**config.mk**
```make
export PLATFORM = sky130hd
export DESIGN_NAME = swr_rom_id
export DESIGN_NICKNAME = d
export VERILOG_FILES = /design/src/shared/swr_pkg.sv /design/src/swr_rom_id.sv
export SDC_FILE = /design/constraint.sdc
export NUM_CORES = 1
export LEC_CHECK = 0
export ABC_AREA = 1
export BUFFER_PORTS_ARGS = -buffer_cell sky130_fd_sc_hd__buf_2
export CORE_MARGIN = 2
export CORE_UTILIZATION = 54
export CTS_CLUSTER_SIZE = 40
export DETAILED_ROUTE_END_ITERATION = 10
export MAX_ROUTING_LAYER = met4
export PLACE_DENSITY = 0.76
export RECOVER_POWER = 100
export SYNTH_ARGS = -nofsm -noshare
export SYNTH_HDL_FRONTEND = slang
export SYNTH_SLANG_ARGS = --single-unit
```
**constraint.sdc**
```tcl
create_clock -name clk_i -period 3.5 [get_ports clk_i]
set_clock_uncertainty 0.15 [all_clocks]
set_input_delay 0.7 -clock clk_i [delete_from_list [all_inputs] [get_ports clk_i]]
set_output_delay 0.7 -clock clk_i [all_outputs]
set_load 0.01 [all_outputs]
```
**src/shared/swr_pkg.sv**
```systemverilog
// Package for the single-wire identity layer: timing, commands, CRC helpers, state.
// Assumes a 250 MHz clock; all times are converted to clock cycles here.
package swr_pkg;

  // ********************************************************************
  // Clock and slot timing
  // ********************************************************************
  localparam int CLK_PERIOD_PS = 4000;    // 250 MHz
  localparam int CNT_W         = 18;      // Widest count is the regular reset
  localparam int T_RST_STD_NS  = 480000;  // Least reset low, regular speed
  localparam int T_RST_OD_NS   = 48000;   // Least reset low, overdrive
  localparam int T_SMP_STD_NS  = 30000;   // Sample and hold point, regular
  localparam int T_SMP_OD_NS   = 3000;    // Sample and hold point, overdrive
  localparam int T_PW_STD_NS   = 30000;   // Wait before presence, regular
  localparam int T_PW_OD_NS    = 3000;    // Wait before presence, overdrive
  localparam int T_PL_STD_NS   = 120000;  // Presence low time, regular
  localparam int T_PL_OD_NS    = 12000;   // Presence low time, overdrive

  // Nanoseconds to whole cycles, rounded up, never below one
  function automatic int cyc_up(input int ns);
    int c;
    c = (ns * 1000 + CLK_PERIOD_PS - 1) / CLK_PERIOD_PS;
    return (c < 1) ? 1 : c;
  endfunction : cyc_up

  localparam int C_RST_STD = cyc_up(T_RST_STD_NS);
  localparam int C_RST_OD  = cyc_up(T_RST_OD_NS);
  localparam int C_SMP_STD = cyc_up(T_SMP_STD_NS);
  localparam int C_SMP_OD  = cyc_up(T_SMP_OD_NS);
  localparam int C_PW_STD  = cyc_up(T_PW_STD_NS);
  localparam int C_PW_OD   = cyc_up(T_PW_OD_NS);
  localparam int C_PL_STD  = cyc_up(T_PL_STD_NS);
  localparam int C_PL_OD   = cyc_up(T_PL_OD_NS);

  // ********************************************************************
  // Identity commands and code
  // ********************************************************************
  localparam logic [7:0]  CMD_READ     = 8'h33;
  localparam logic [7:0]  CMD_MATCH    = 8'h55;
  localparam logic [7:0]  CMD_SEARCH   = 8'hF0;
  localparam logic [7:0]  CMD_SKIP     = 8'hCC;
  localparam logic [7:0]  CMD_OD_SKIP  = 8'h3C;
  localparam logic [7:0]  CMD_OD_MATCH = 8'h69;
  localparam logic [7:0]  CRC_TAPS     = 8'h8C;           // x8+x5+x4+1, reflected
  localparam logic [7:0]  FAMILY_DEF   = 8'h5A;           // Arbitrary value
  localparam logic [47:0] SERIAL_DEF   = 48'h0123456789AB; // Arbitrary value
  localparam logic [5:0]  LAST_BIT     = 6'h3F;

  // One CRC step: feedback is input bit xor low bit, shift right
  function automatic logic [7:0] crc8_step(input logic [7:0] c, input logic b);
    logic fb;
    fb = b ^ c[0];
    return (c >> 1) ^ (fb ? CRC_TAPS : 8'h00);
  endfunction : crc8_step

  // CRC over the first 56 code bits, LSB first, from a cleared accumulator
  function automatic logic [7:0] crc8_calc(input logic [55:0] d);
    logic [7:0] c;
    c = 8'h00;
    for (int i = 0; i < 56; i++)
      c = crc8_step(c, d[i]);
    return c;
  endfunction : crc8_calc

  // ********************************************************************
  // State
  // ********************************************************************
  typedef enum logic [2:0] {
    ST_IDLE, ST_PRES_WAIT, ST_PRES_LOW, ST_CMD, ST_READ, ST_MATCH, ST_SEARCH, ST_MEM
  } swr_state_t;

  typedef struct packed {
    swr_state_t       state;
    logic             od;
    logic             prev;
    logic             drv;
    logic             slot_act;
    logic [CNT_W-1:0] low_cnt;
    logic [CNT_W-1:0] cnt;
    logic [5:0]       idx;
    logic [1:0]       sub;
    logic [7:0]       shreg;
    logic [2:0]       bcnt;
    logic [7:0]       crc;
    logic             prog_det;
    logic [7:0]       pgm_res;
    logic [7:0]       mem_byte;
    logic             mem_stb;
  } swr_st_t;

endpackage : swr_pkg

```
**src/swr_rom_id.sv**
```systemverilog
// Single-wire slave: reset and presence, bit slots, identity commands, CRC.
// Assumes the line input is synchronous to clk_i; the pin is open drain and
// is pulled low only while dq_oe_o is high.
//
// Notes on behaviour
// Fixed 64-bit code: family, serial, CRC.
// CRC polynomial x8 + x5 + x4 + 1.
// CRC cleared, fed LSB first from family.
// Receiver CRC over all 64 bits is zero.
// Memory functions locked until identity command done.
// One identity command per reset, six supported.
// Overdrive commands switch to overdrive speed.
// Regular 16.3k, overdrive up to 142k bit/s.
// Bytes travel least significant bit first.
// Flag raised while programming voltage present.
// Programming only clears bits, never sets.
// Presence pulse answers each bus reset.
// Match and search single out one device.
// CRC step: shift right, xor feedback taps.
`timescale 1ns/100ps
module swr_rom_id
  import swr_pkg::*;
#(
  parameter logic [7:0]       FAMILY_CODE = FAMILY_DEF,  // Arbitrary value
  parameter logic [47:0]      SERIAL_NUM  = SERIAL_DEF,  // Arbitrary value
  parameter logic [CNT_W-1:0] RST_STD_CYC = CNT_W'(C_RST_STD),
  parameter logic [CNT_W-1:0] RST_OD_CYC  = CNT_W'(C_RST_OD),
  parameter logic [CNT_W-1:0] SMP_STD_CYC = CNT_W'(C_SMP_STD),
  parameter logic [CNT_W-1:0] PW_STD_CYC  = CNT_W'(C_PW_STD),
  parameter logic [CNT_W-1:0] PL_STD_CYC  = CNT_W'(C_PL_STD)
)
(
  // Clock and reset
  input  wire logic       clk_i,
  input  wire logic       nrst_i,
  // Data line, open drain
  input  wire logic       dq_i,
  output logic            dq_o,
  output logic            dq_oe_o,
  // Programming voltage detect and one-way programming
  input  wire logic       vpp_det_i,
  input  wire logic [7:0] pgm_cur_i,
  input  wire logic [7:0] pgm_dat_i,
  output logic            prog_det_o,
  output logic [7:0]      pgm_res_o,
  // Memory function layer
  output logic            mem_open_o,
  output logic            mem_stb_o,
  output logic [7:0]      mem_byte_o,
  output logic            od_o
);

  // ********************************************************************
  // Identity code
  // ********************************************************************
  localparam logic [55:0] ID_BODY  = {SERIAL_NUM, FAMILY_CODE};
  localparam logic [63:0] ROM_CODE = {crc8_calc(ID_BODY), ID_BODY};

  localparam logic [CNT_W-1:0] SMP_OD_CYC = CNT_W'(C_SMP_OD);
  localparam logic [CNT_W-1:0] PW_OD_CYC  = CNT_W'(C_PW_OD);
  localparam logic [CNT_W-1:0] PL_OD_CYC  = CNT_W'(C_PL_OD);
  localparam logic [CNT_W-1:0] CNT_MAX    = '1;

  swr_st_t          s_r;
  swr_st_t          s_nxt;
  logic             evt;
  logic             rbit;
  logic             byte_done;
  logic [7:0]       rx_byte;
  logic             rst_seen;
  logic [CNT_W-1:0] smp_cyc;
  logic [CNT_W-1:0] pw_cyc;
  logic [CNT_W-1:0] pl_cyc;
  logic             txb;
  logic             is_tx;
  logic             slotting;

  // ********************************************************************
  // Next state
  // ********************************************************************
  always_comb
  begin
    s_nxt     = s_r;
    s_nxt.mem_stb = 1'b0;
    s_nxt.prev    = dq_i;
    rbit      = dq_i;
    evt       = 1'b0;
    byte_done = 1'b0;
    rst_seen  = 1'b0;
    rx_byte   = {dq_i, s_r.shreg[7:1]};
    // Slot timing follows the speed mode
    smp_cyc   = s_r.od ? SMP_OD_CYC : SMP_STD_CYC;
    pw_cyc    = s_r.od ? PW_OD_CYC  : PW_STD_CYC;
    pl_cyc    = s_r.od ? PL_OD_CYC  : PL_STD_CYC;
    slotting  = (s_r.state == ST_CMD) || (s_r.state == ST_READ) ||
                (s_r.state == ST_MATCH) || (s_r.state == ST_SEARCH) ||
                (s_r.state == ST_MEM);

    // Programming voltage flag and one-way bit merge
    s_nxt.prog_det = vpp_det_i;
    s_nxt.pgm_res  = pgm_cur_i & pgm_dat_i;

    // Slot window: starts on a master falling edge, ends at sample point
    if (s_r.slot_act)
    begin
      if (s_r.cnt >= smp_cyc)
      begin
        evt            = 1'b1;
        s_nxt.slot_act = 1'b0;
      end
      else
        s_nxt.cnt = s_r.cnt + 1'b1;
    end
    else if (slotting && s_r.prev && !dq_i)
    begin
      s_nxt.slot_act = 1'b1;
      s_nxt.cnt      = '0;
    end

    unique case (s_r.state)
      ST_IDLE: ;
      // Presence pulse after a reset
      ST_PRES_WAIT:
      begin
        if (s_r.cnt >= pw_cyc)
        begin
          s_nxt.state = ST_PRES_LOW;
          s_nxt.cnt   = '0;
        end
        else
          s_nxt.cnt = s_r.cnt + 1'b1;
      end
      ST_PRES_LOW:
      begin
        if (s_r.cnt >= pl_cyc)
        begin
          s_nxt.state = ST_CMD;
          s_nxt.bcnt  = 3'h0;
        end
        else
          s_nxt.cnt = s_r.cnt + 1'b1;
      end
      // Receive bytes LSB first: identity command or memory traffic
      ST_CMD, ST_MEM:
      begin
        if (evt)
        begin
          s_nxt.shreg = rx_byte;
          s_nxt.bcnt  = s_r.bcnt + 1'b1;
          byte_done   = (s_r.bcnt == 3'h7);
        end
        if (byte_done && s_r.state == ST_MEM)
        begin
          s_nxt.mem_byte = rx_byte;
          s_nxt.mem_stb  = 1'b1;
        end
        if (byte_done && s_r.state == ST_CMD)
        begin
          s_nxt.idx = 6'h00;
          s_nxt.sub = 2'h0;
          s_nxt.crc = 8'h00;
          unique case (rx_byte)
            CMD_READ:     s_nxt.state = ST_READ;
            CMD_MATCH:    s_nxt.state = ST_MATCH;
            CMD_SEARCH:   s_nxt.state = ST_SEARCH;
            CMD_SKIP:     s_nxt.state = ST_MEM;
            CMD_OD_SKIP:
            begin
              s_nxt.state = ST_MEM;
              s_nxt.od    = 1'b1;
            end
            CMD_OD_MATCH:
            begin
              s_nxt.state = ST_MATCH;
              s_nxt.od    = 1'b1;
            end
            default:      s_nxt.state = ST_IDLE;
          endcase
        end
      end
      // Send the 64-bit code, running the CRC alongside
      ST_READ:
      begin
        if (evt)
        begin
          s_nxt.crc = crc8_step(s_r.crc, ROM_CODE[s_r.idx]);
          s_nxt.idx = s_r.idx + 1'b1;
          if (s_r.idx == LAST_BIT)
            s_nxt.state = ST_MEM;
        end
      end
      // Compare master bits against the code; drop out on mismatch
      ST_MATCH:
      begin
        if (evt)
        begin
          if (rbit != ROM_CODE[s_r.idx])
            s_nxt.state = ST_IDLE;
          else if (s_r.idx == LAST_BIT)
            s_nxt.state = ST_MEM;
          else
            s_nxt.idx = s_r.idx + 1'b1;
        end
      end
      // Bit, complement, then master's choice
      ST_SEARCH:
      begin
        if (evt)
        begin
          if (s_r.sub != 2'h2)
            s_nxt.sub = s_r.sub + 1'b1;
          else
          begin
            s_nxt.sub = 2'h0;
            if (rbit != ROM_CODE[s_r.idx])
              s_nxt.state = ST_IDLE;
            else if (s_r.idx == LAST_BIT)
              s_nxt.state = ST_MEM;
            else
              s_nxt.idx = s_r.idx + 1'b1;
          end
        end
      end
    endcase

    // Reset detection: a long low pulse restarts the protocol
    if (!dq_i)
      s_nxt.low_cnt = (s_r.low_cnt == CNT_MAX) ? s_r.low_cnt : s_r.low_cnt + 1'b1;
    else
      s_nxt.low_cnt = '0;
    if (dq_i && !s_r.prev &&
        (s_r.low_cnt >= RST_STD_CYC || (s_r.od && s_r.low_cnt >= RST_OD_CYC)))
    begin
      rst_seen       = 1'b1;
      s_nxt.state    = ST_PRES_WAIT;
      s_nxt.cnt      = '0;
      s_nxt.slot_act = 1'b0;
      s_nxt.mem_stb  = 1'b0;
      if (s_r.low_cnt >= RST_STD_CYC)
        s_nxt.od = 1'b0;
    end

    // Line drive: presence, or a zero bit in a read slot
    is_tx = (s_nxt.state == ST_READ) ||
            (s_nxt.state == ST_SEARCH && s_nxt.sub != 2'h2);
    txb   = ROM_CODE[s_nxt.idx] ^ (s_nxt.state == ST_SEARCH && s_nxt.sub == 2'h1);
    s_nxt.drv = (s_nxt.state == ST_PRES_LOW) || (s_nxt.slot_act && is_tx && !txb);
  end

  // ********************************************************************
  // State register
  // ********************************************************************
  always_ff @(posedge clk_i)
  begin
    if (!nrst_i)
    begin
      s_r          <= '0;
      s_r.state    <= ST_IDLE;
      s_r.prev     <= 1'b1;
    end
    else
      s_r <= s_nxt;
  end

  // Outputs
  assign dq_o       = 1'b0;
  assign dq_oe_o    = s_r.drv;
  assign prog_det_o = s_r.prog_det;
  assign pgm_res_o  = s_r.pgm_res;
  assign mem_open_o = (s_r.state == ST_MEM);
  assign mem_stb_o  = s_r.mem_stb;
  assign mem_byte_o = s_r.mem_byte;
  assign od_o       = s_r.od;
endmodule : swr_rom_id

```
==> flow_summary.rst, run 1 <==
.. list-table::
   :header-rows: 1

   * - Metric
     - Value
   * - Summed instance area of the synthesized netlist
     - 5580 um2
   * - TritonCTS clock tree
     - yes
   * - Synthesis-to-finish area growth
     - 14.6%
   * - First-iteration detailed-routing DRC count
     - 430
   * - R2R Setup Slk
     - between 20 and 25 ps
   * - Inserted Clock Buffers
     - 9
   * - First-pass GRT wire length
     - roughly 22000 um
   * - Clock-pin slew on the worst setup and hold paths
     - roughly 100 ps
   * - Total number of yosys warnings
     - 0
   * - Setup repair after global routing missed its margin
     - yes
   * - Clock net sink count
     - 80
   * - Max rail drop VDD
     - 0.000226 V
   * - Number of endpoints failing setup at the final stage
     - 0
   * - Post-place instance area
     - 5850 um2
   * - Root cell of the clock tree
     - clkbuf_8
   * - R2R depth
     - 26
   * - Final RePlAce weighted congestion
     - approximately 0.95
   * - Syn_area_per_cell
     - 6.73 um2
   * - Initial standard-cell utilization of the core
     - 0.548
   * - Lkg Pwr
     - 2.63 nW
   * - Worst-Margin Slew
     - 609 ps
   * - Final routed wirelength across all metal layers
     - about 14000 um
   * - Critical Path Start Type
     - register
   * - Post-detailed-route count of antenna-violating nets
     - 0
   * - I/O pin total
     - 42
   * - Class of the most critical hold timing path
     - register to register
   * - Global-route usage over all layers
     - 0.242
   * - Share of synthesized cell area in and, or, nand and nor gates
     - 0.353
   * - Hold Path Stages
     - 2
   * - Number of nets at the end of the flow
     - 931
   * - Adder-Cell Fraction of Synth Area
     - 0.0695
   * - DRC violations left
     - 0
   * - Post-Place Worst Slack
     - roughly 8.4 ps
   * - Cell area after layout
     - about 6400 um2
   * - Number of global-route vias before repair
     - 4749
   * - Highest attainable clock frequency
     - 287 MHz
   * - Fraction of layout cells with a size suffix above 1
     - 0.185
   * - Post-DP HPWL
     - 9740 um
   * - Overflow after GRT
     - 0
   * - Largest family of logic cells by synthesized area
     - simple AND/OR/NAND/NOR gates
   * - Pin count of the biggest net entering global routing
     - 22
   * - Post-cts hold buffer count
     - 0
   * - Gate Count Post-Synth
     - 830
   * - Number of iterations in the first detailed-routing pass
     - 5
   * - Height of the chip
     - ~110 um
   * - Port Buf Inserts
     - 40
   * - Multiplexer area fraction after synthesis
     - 0
   * - Worst Slack Setup Final
     - 21.4 ps
   * - Horizontal die dimension
     - 106 um
   * - Share of the core filled with cells in the final layout
     - 0.628
   * - Result of the run
     - completed
   * - Number of rows in the core area
     - 37
   * - Max-cap violations
     - 0
   * - Core outline area
     - approximately 10000 um2
   * - H-tree Lvls
     - 3
   * - Classification of the worst setup path
     - register to register
   * - Number of synthesized flops with an enable pin
     - 0
   * - Fraction of the mapped netlist area in compound gates
     - 0.138
   * - Final number of max-transition violations
     - 0
   * - Nets in the synthesized netlist
     - 881
   * - Main flop type after synthesis
     - dfxtp_1
   * - Xor/xnor cell area share of the yosys netlist
     - 0.0267
   * - Worst slew margin relative to its limit
     - 0.593
   * - Async set or reset register ratio after synthesis
     - 0
   * - Final antenna diode count
     - 0
   * - PwrDens
     - 258 nW/um2
   * - Routed vias
     - 5548
   * - Flop and latch count out of synthesis
     - 80
   * - Latest clock arrival within the worst-skew pair
     - 370 ps
   * - Highest net fanout along the worst path
     - 7
   * - Post-synth cell types
     - 58
   * - Initial antenna violation count
     - 0
   * - Vias per cell
     - 5.43
   * - Maximum number of buffers from clock root to sink
     - 2
   * - Area of the die
     - 11200 um2
   * - Critical path endpoint category
     - register
   * - Final worst path period share
     - 0.994
   * - Final Hold Violating Endpoints
     - 0
   * - Req. time, crit path
     - 3650 ps
   * - Share of the yosys chip area belonging to registers
     - 0.287
   * - Data arrival time of the critical path
     - about 3600 ps
   * - WL/cell
     - 13.5 um
   * - Tmin final
     - 3480 ps
final cells by class:
class                   instances  area [um2]
flip-flops and latches         80        1600
clock buffers                  10         138
inverters                     124         479
clock inverters                 6        51.3
fillers                       937        3790
multi-input cells             593        3520
well taps                     136         170
repair buffers                 72         432
critical path: stages, from the launching register on:
cell and delay, ps:
dfxtp_2 360, clkinvlp_4 190, ha_4 350, nand2_4 50, nor2_4 140, nand3_2 90, nand3_1 100, nand2_2 90
nand2_4 140, nand2_8 100, clkinv_4 80, nand2_2 50, nand3_2 60, nand2_1 50, inv_1 50, nand4_1 110
nand2_2 180, inv_4 70, ha_4 210, nand3b_1 160, nand3_1 110, nand3_2 90, nand3_2 80, nand2_1 50
nand2_1 70, nand3_2 70, a21oi_2 140
cell usage in the layout, fill, tap and decap left out, types with 13 or more instances in the layout:
cell / n
nand2_2: 13
xor2_1: 15
a21oi_1: 49
nor3_1: 22
buf_2: 21
inv_2: 18
clkbuf_1: 19
nand3_1: 62
o21ai_0: 38
ha_1: 23
nor2_1: 82
nand2_1: 145
dfxtp_1: 79
nand3_2: 20
nand4_1: 16
buf_4: 28
inv_1: 98
path summary, 6_finish.rpt:
path	end	start
max	dq_oe_o	od_o
min	mem_byte_o[7]	mem_byte_o[7]
min reg2reg	mem_byte_o[7]	mem_byte_o[7]
max reg2reg	dq_oe_o	od_o
what timing repair did:
action,in CTS,in global routing
setup endpoints to repair,1,2
resized for setup,1,53
pin swaps,0,35
setup buffers,0,16
gates cloned,0,1
stage by stage:
stage | setup TNS [ps] | hold slack [ps] | std cells | power (mW)
finish | 0 | 295 | 1021 | 1.65
global route | -293 | 315 | 1021 | 1.71
CTS | 0 | 301 | 1005 | 1.66
detailed placement | 0 | 287 | 989 | 0.996
global placement | 0 | 282 | 989 | 0.995
floorplan | 0 | 274 | 830 | 0.976
logic make-up after synthesis:
family                     after synthesis
buffers and inverters                  158
and+or+nand+nor                        410
DFF                                     80
adders and majority gates               31
other                                    1
xor gates and xnor gates                17
AOI/OAI and AO/OA                      133
sequential cells by signal (all words and copies together), names as in the netlist, named ones only:
signal      cells
mem_byte_o      8
prog_det_o      1
s_r            52
mem_stb_o       1
od_o            1
pgm_res_o       8
dq_oe_o         1
rx_byte         7
where the power goes:
part / switching, mW / internal, mW
Sequential: 0.00192 / 0.915
Clock: 0.389 / 0.287
Combinational: 0.0374 / 0.0207
synth_stat cells (2+ instances only):
master / number / area [um2]
nand3_1: 72 / 360
o221ai_1: 3 / 26.3
nand2_2: 7 / 43.8
buf_4: 19 / 143
nand3_2: 10 / 100
nand4_1: 16 / 100
nor3_1: 22 / 110
nand3b_1: 7 / 52.6
ha_1: 31 / 388
nand2_4: 7 / 78.8
o211ai_1: 4 / 30.0
nand2_1: 152 / 571
o21ai_0: 39 / 195
dfxtp_1: 80 / 1600
nor4_1: 12 / 75.1
or2_2: 2 / 12.5
a21oi_1: 51 / 255
o22ai_1: 10 / 62.6
inv_2: 16 / 60.1
clkinv_1: 4 / 15.0
nor2_4: 2 / 22.5
nor3b_1: 2 / 15.0
xor2_1: 15 / 131
a31oi_1: 4 / 25.0
xnor2_1: 2 / 17.5
clkbuf_1: 11 / 41.3
o21ai_1: 7 / 35.0
nor2_2: 7 / 43.8
buf_6: 2 / 22.5
nor2_1: 84 / 315
inv_1: 103 / 387
routing by layer:
metal / track usage / share of wire / up-vias / wire length, um
met4: 0.0648 / 0.014 / 0 / 187
li1: - / - / 2821 / -
met2: 0.364 / 0.45 / 190 / 6200
met1: 0.333 / 0.47 / 2520 / 6530
met5: - / 0 / - / 0
met3: 0.0451 / 0.065 / 17 / 891
Power figures use the tool's default switching activity.
==> run 2: changes to the inputs <==
==> constraint.sdc (replaced) <==
create_clock -name clk_i -period 3.5 [get_ports clk_i]
set_clock_uncertainty 0.15 [all_clocks]
set_input_delay 0.7 -clock clk_i [delete_from_list [all_inputs] [get_ports clk_i]]
set_output_delay 0.7 -clock clk_i [all_outputs]
set_load 0.005 [all_outputs]
==> run 2 against run 1 <==
  * Cell count shrank 0.78%
  * Global-route usage rose by 0.57 points
  * Fmax increased by 3.6%
  * Register-to-register slack better by 120 ps
  * Combinational power is 5.0% lower
  * Clock power shrank 6.2%
  * Wire length down 5.6%
  * Die area unchanged
  * Non-clock buffer count shrank 7
  * Total power is 2.7% lower
  * Via count is 1.9% lower
  * Highest routed layer unchanged
==> flow_summary.rst, run 2 (same netlist as run 1, synthesis figures left out) <==
.. list-table::
   :header-rows: 1

   * - Metric
     - Value
   * - Result of the run
     - completed
   * - Number of endpoints failing setup at the final stage
     - 0 (unchanged)
   * - Hold Path Stages
     - 2 (unchanged)
   * - Port Buf Inserts
     - 40 (unchanged)
   * - Total negative slack
     - 0 ps (unchanged)
   * - Number of nets at the end of the flow
     - 923 (-0.86%)
   * - Top register by number of flip-flops
     - s_r
   * - Core outline area
     - 10200 um2 (unchanged)
   * - First-pass GRT wire length
     - 22200 um (+1.8%)
   * - Synthesis-to-finish area growth
     - 10.2%
   * - Initial antenna violation count
     - 0 (unchanged)
   * - Latest clock arrival within the worst-skew pair
     - 360 ps (about the same)
   * - Worst-Margin Slew
     - 613 ps (+4.48 ps)
   * - PwrDens
     - 261 nW/um2 (+1.1%)
   * - I/O pin total
     - 42 (unchanged)
   * - Area of all sequential standard cells
     - 1600 um2 (about the same)
   * - Post-cts hold buffer count
     - 0 (unchanged)
   * - Critical Path Start Type
     - register
   * - Initial standard-cell utilization of the core
     - 0.548 (unchanged)
   * - R2R depth
     - 23 (-12%)
   * - First-iteration detailed-routing DRC count
     - 413 (-4.0%)
   * - Area of the die
     - 11200 um2 (unchanged)
   * - Root cell of the clock tree
     - clkbuf_8
   * - Req. time, crit path
     - 3650 ps (about the same)
   * - Worst Slack Setup Final
     - 142 ps (+120 ps)
   * - Final Hold Violating Endpoints
     - 0 (unchanged)
   * - Class of the most critical hold timing path
     - register to register
   * - Worst r2r dst
     - dq_oe_o
   * - Post-detailed-route count of antenna-violating nets
     - 0 (unchanged)
   * - Highest net fanout along the worst path
     - 11 (+4)
   * - Post-DP HPWL
     - 9640 um (-1.1%)
   * - R2R Setup Slk
     - 140 ps (+120 ps)
   * - Total area of multi-input combinational cells
     - 3370 um2 (-4.5%)
   * - Highest-delay cell along the critical path
     - dfxtp_2
   * - Worst slew margin relative to its limit
     - 0.590 (-0.00299)
   * - Cell Chain, Critical Path
     - buf_6 -> ha_1 -> nand2_2 -> nor2_1 -> nor2_1 -> nand3_1 -> nand2_2 -> nand2_4 -> buf_4 -> nand3_1 -> nand3_2 -> nand2_2 -> nor2_2 -> nor2_2 -> ha_1 -> nand3b_1 -> nand3_1 -> nand3_1 -> nand3_2 -> nand2_1 -> nand2_1 -> nand3_1 -> a21oi_2
   * - Final antenna diode count
     - 0 (unchanged)
   * - Filler cell count in the final layout
     - 979 (+4.5%)
   * - Max rail drop VDD
     - 0.000244 V (+8.3%)
   * - Data arrival time of the critical path
     - 3510 ps (-120 ps)
   * - Classification of the worst setup path
     - register to register
   * - Critical path's largest stage delay
     - 340 ps (-20 ps)
   * - TritonCTS clock tree
     - yes
   * - Cell with the most instances on the worst path
     - nand3_1
   * - Highest-count cells in the layout ignoring fill and taps
     - nand2_1, inv_1, nor2_1, dfxtp_1, nand3_1
   * - Final worst path period share
     - 0.960 (-0.0343)
   * - Final routed wirelength across all metal layers
     - 13000 um (-5.6%)
   * - Inserted Clock Buffers
     - 9 (unchanged)
   * - Maximum number of buffers from clock root to sink
     - 2 (unchanged)
   * - Routed vias
     - 5441 (-1.9%)
   * - Critical path endpoint category
     - register
   * - Pin count of the biggest net entering global routing
     - 22 (unchanged)
   * - Horizontal die dimension
     - 106 um (unchanged)
   * - Critical path destination
     - dq_oe_o
   * - Tmin final
     - 3360 ps (-120 ps)
   * - Crit path from
     - od_o
   * - Number of global-route vias before repair
     - 4866 (+2.5%)
   * - Clock net sink count
     - 80 (unchanged)
   * - Final number of max-transition violations
     - 0 (unchanged)
   * - Launching point of the worst reg2reg path
     - od_o
   * - Number of flip-flops under the largest register name
     - 52 (unchanged)
   * - Vias per cell
     - 5.37 (-1.2%)
   * - Max-cap violations
     - 0 (unchanged)
   * - Overflow after GRT
     - 0 (unchanged)
   * - Number of iterations in the first detailed-routing pass
     - 5 (unchanged)
   * - Fraction of layout cells with a size suffix above 1
     - 0.157 (-0.0280)
   * - Most common cell after layout, fill and taps aside
     - nand2_1
   * - Height of the chip
     - 106 um (unchanged)
   * - Final RePlAce weighted congestion
     - 0.900 (-5.1%)
   * - H-tree Lvls
     - 3 (unchanged)
   * - Lkg Pwr
     - 2.59 nW (-1.5%)
   * - WL/cell
     - 12.9 um (-4.8%)
   * - Highest attainable clock frequency
     - 298 MHz (+3.6%)
   * - DRC violations left
     - 0 (unchanged)
   * - Clock-pin slew on the worst setup and hold paths
     - 90 ps (about the same)
   * - Number of rows in the core area
     - 37 (unchanged)
   * - Global-route usage over all layers
     - 0.247 (+0.00572)
   * - Post-Place Worst Slack
     - 16.7 ps (+8.31 ps)
## run 2: changes by cell type in the layout (fill, tap and decap cells not counted), moves of 5 or more
cell / delta
buf_4: -7
nand3_2: -10
nor2_4: -5
nand3_1: +10
buf_2: +7
## run 2: cell type report
class / instances / area share
multi-input cells: 592 / 0.547
flip-flops and latches: 80 / 0.261
inverters: 124 / 0.0769
repair buffers: 65 / 0.0596
well taps: 136 / 0.0277
clock buffers: 10 / 0.0207
clock inverters: 6 / 0.00732
## run 2: power breakdown
group | total (mW) | internal, mW | switching (mW)
Combinational | 0.0552 | 0.0204 | 0.0347
Sequential | 0.917 | 0.915 | 0.00177
Clock | 0.634 | 0.260 | 0.374
Total | 1.61 | 1.20 | 0.410
## run 2: how the worst min path moves through the flow
stage	startpoint	to	slack, ps
floorplan	mem_byte_o[0]	mem_byte_o[0]	270
global placement	mem_byte_o[2]	mem_byte_o[2]	280
detailed placement	mem_byte_o[4]	mem_byte_o[4]	290
CTS	mem_byte_o[1]	mem_byte_o[1]	300
global route	mem_byte_o[1]	mem_byte_o[1]	310
finish	mem_byte_o[1]	mem_byte_o[1]	300
## run 2: metal layers
layer  track usage  vias to the layer above  wire length (um)
met5             -                        -                 0
met4        0.0836                        0               250
met3        0.0371                       26               695
met2         0.365                      163              5730
met1         0.346                     2427              6360
li1              -                     2825                 -
## run 2: worst max-delay path: cells and delay by family (launching register included)
kind	cells	cell delay (ps)
AOI/OAI and AO/OA	1	110
buffers and inverters	2	330
DFF	1	340
adders and majority gates	2	610
and+or+nand+nor	18	1750
## run 2: what timing repair did
item                                    CTS  global route
pin swaps                                 0             2
endpoints found under the setup margin    1             2
buffers inserted                          0             6
gates resized for setup                   2            16
## run 2: per-stage QoR
stage                     std cells  total power, mW  utilization  hold slack (ps)  cell area (um2)
final                          1013             1.61        0.604              297             6150
after global routing           1013             1.67        0.604              309             6150
after CTS                      1007             1.62        0.595              300             6060
after detailed placement        991            0.995        0.576              286             5870
after global placement          991            0.994        0.576              283             5870
after floorplan                 830            0.974            -              274             5580
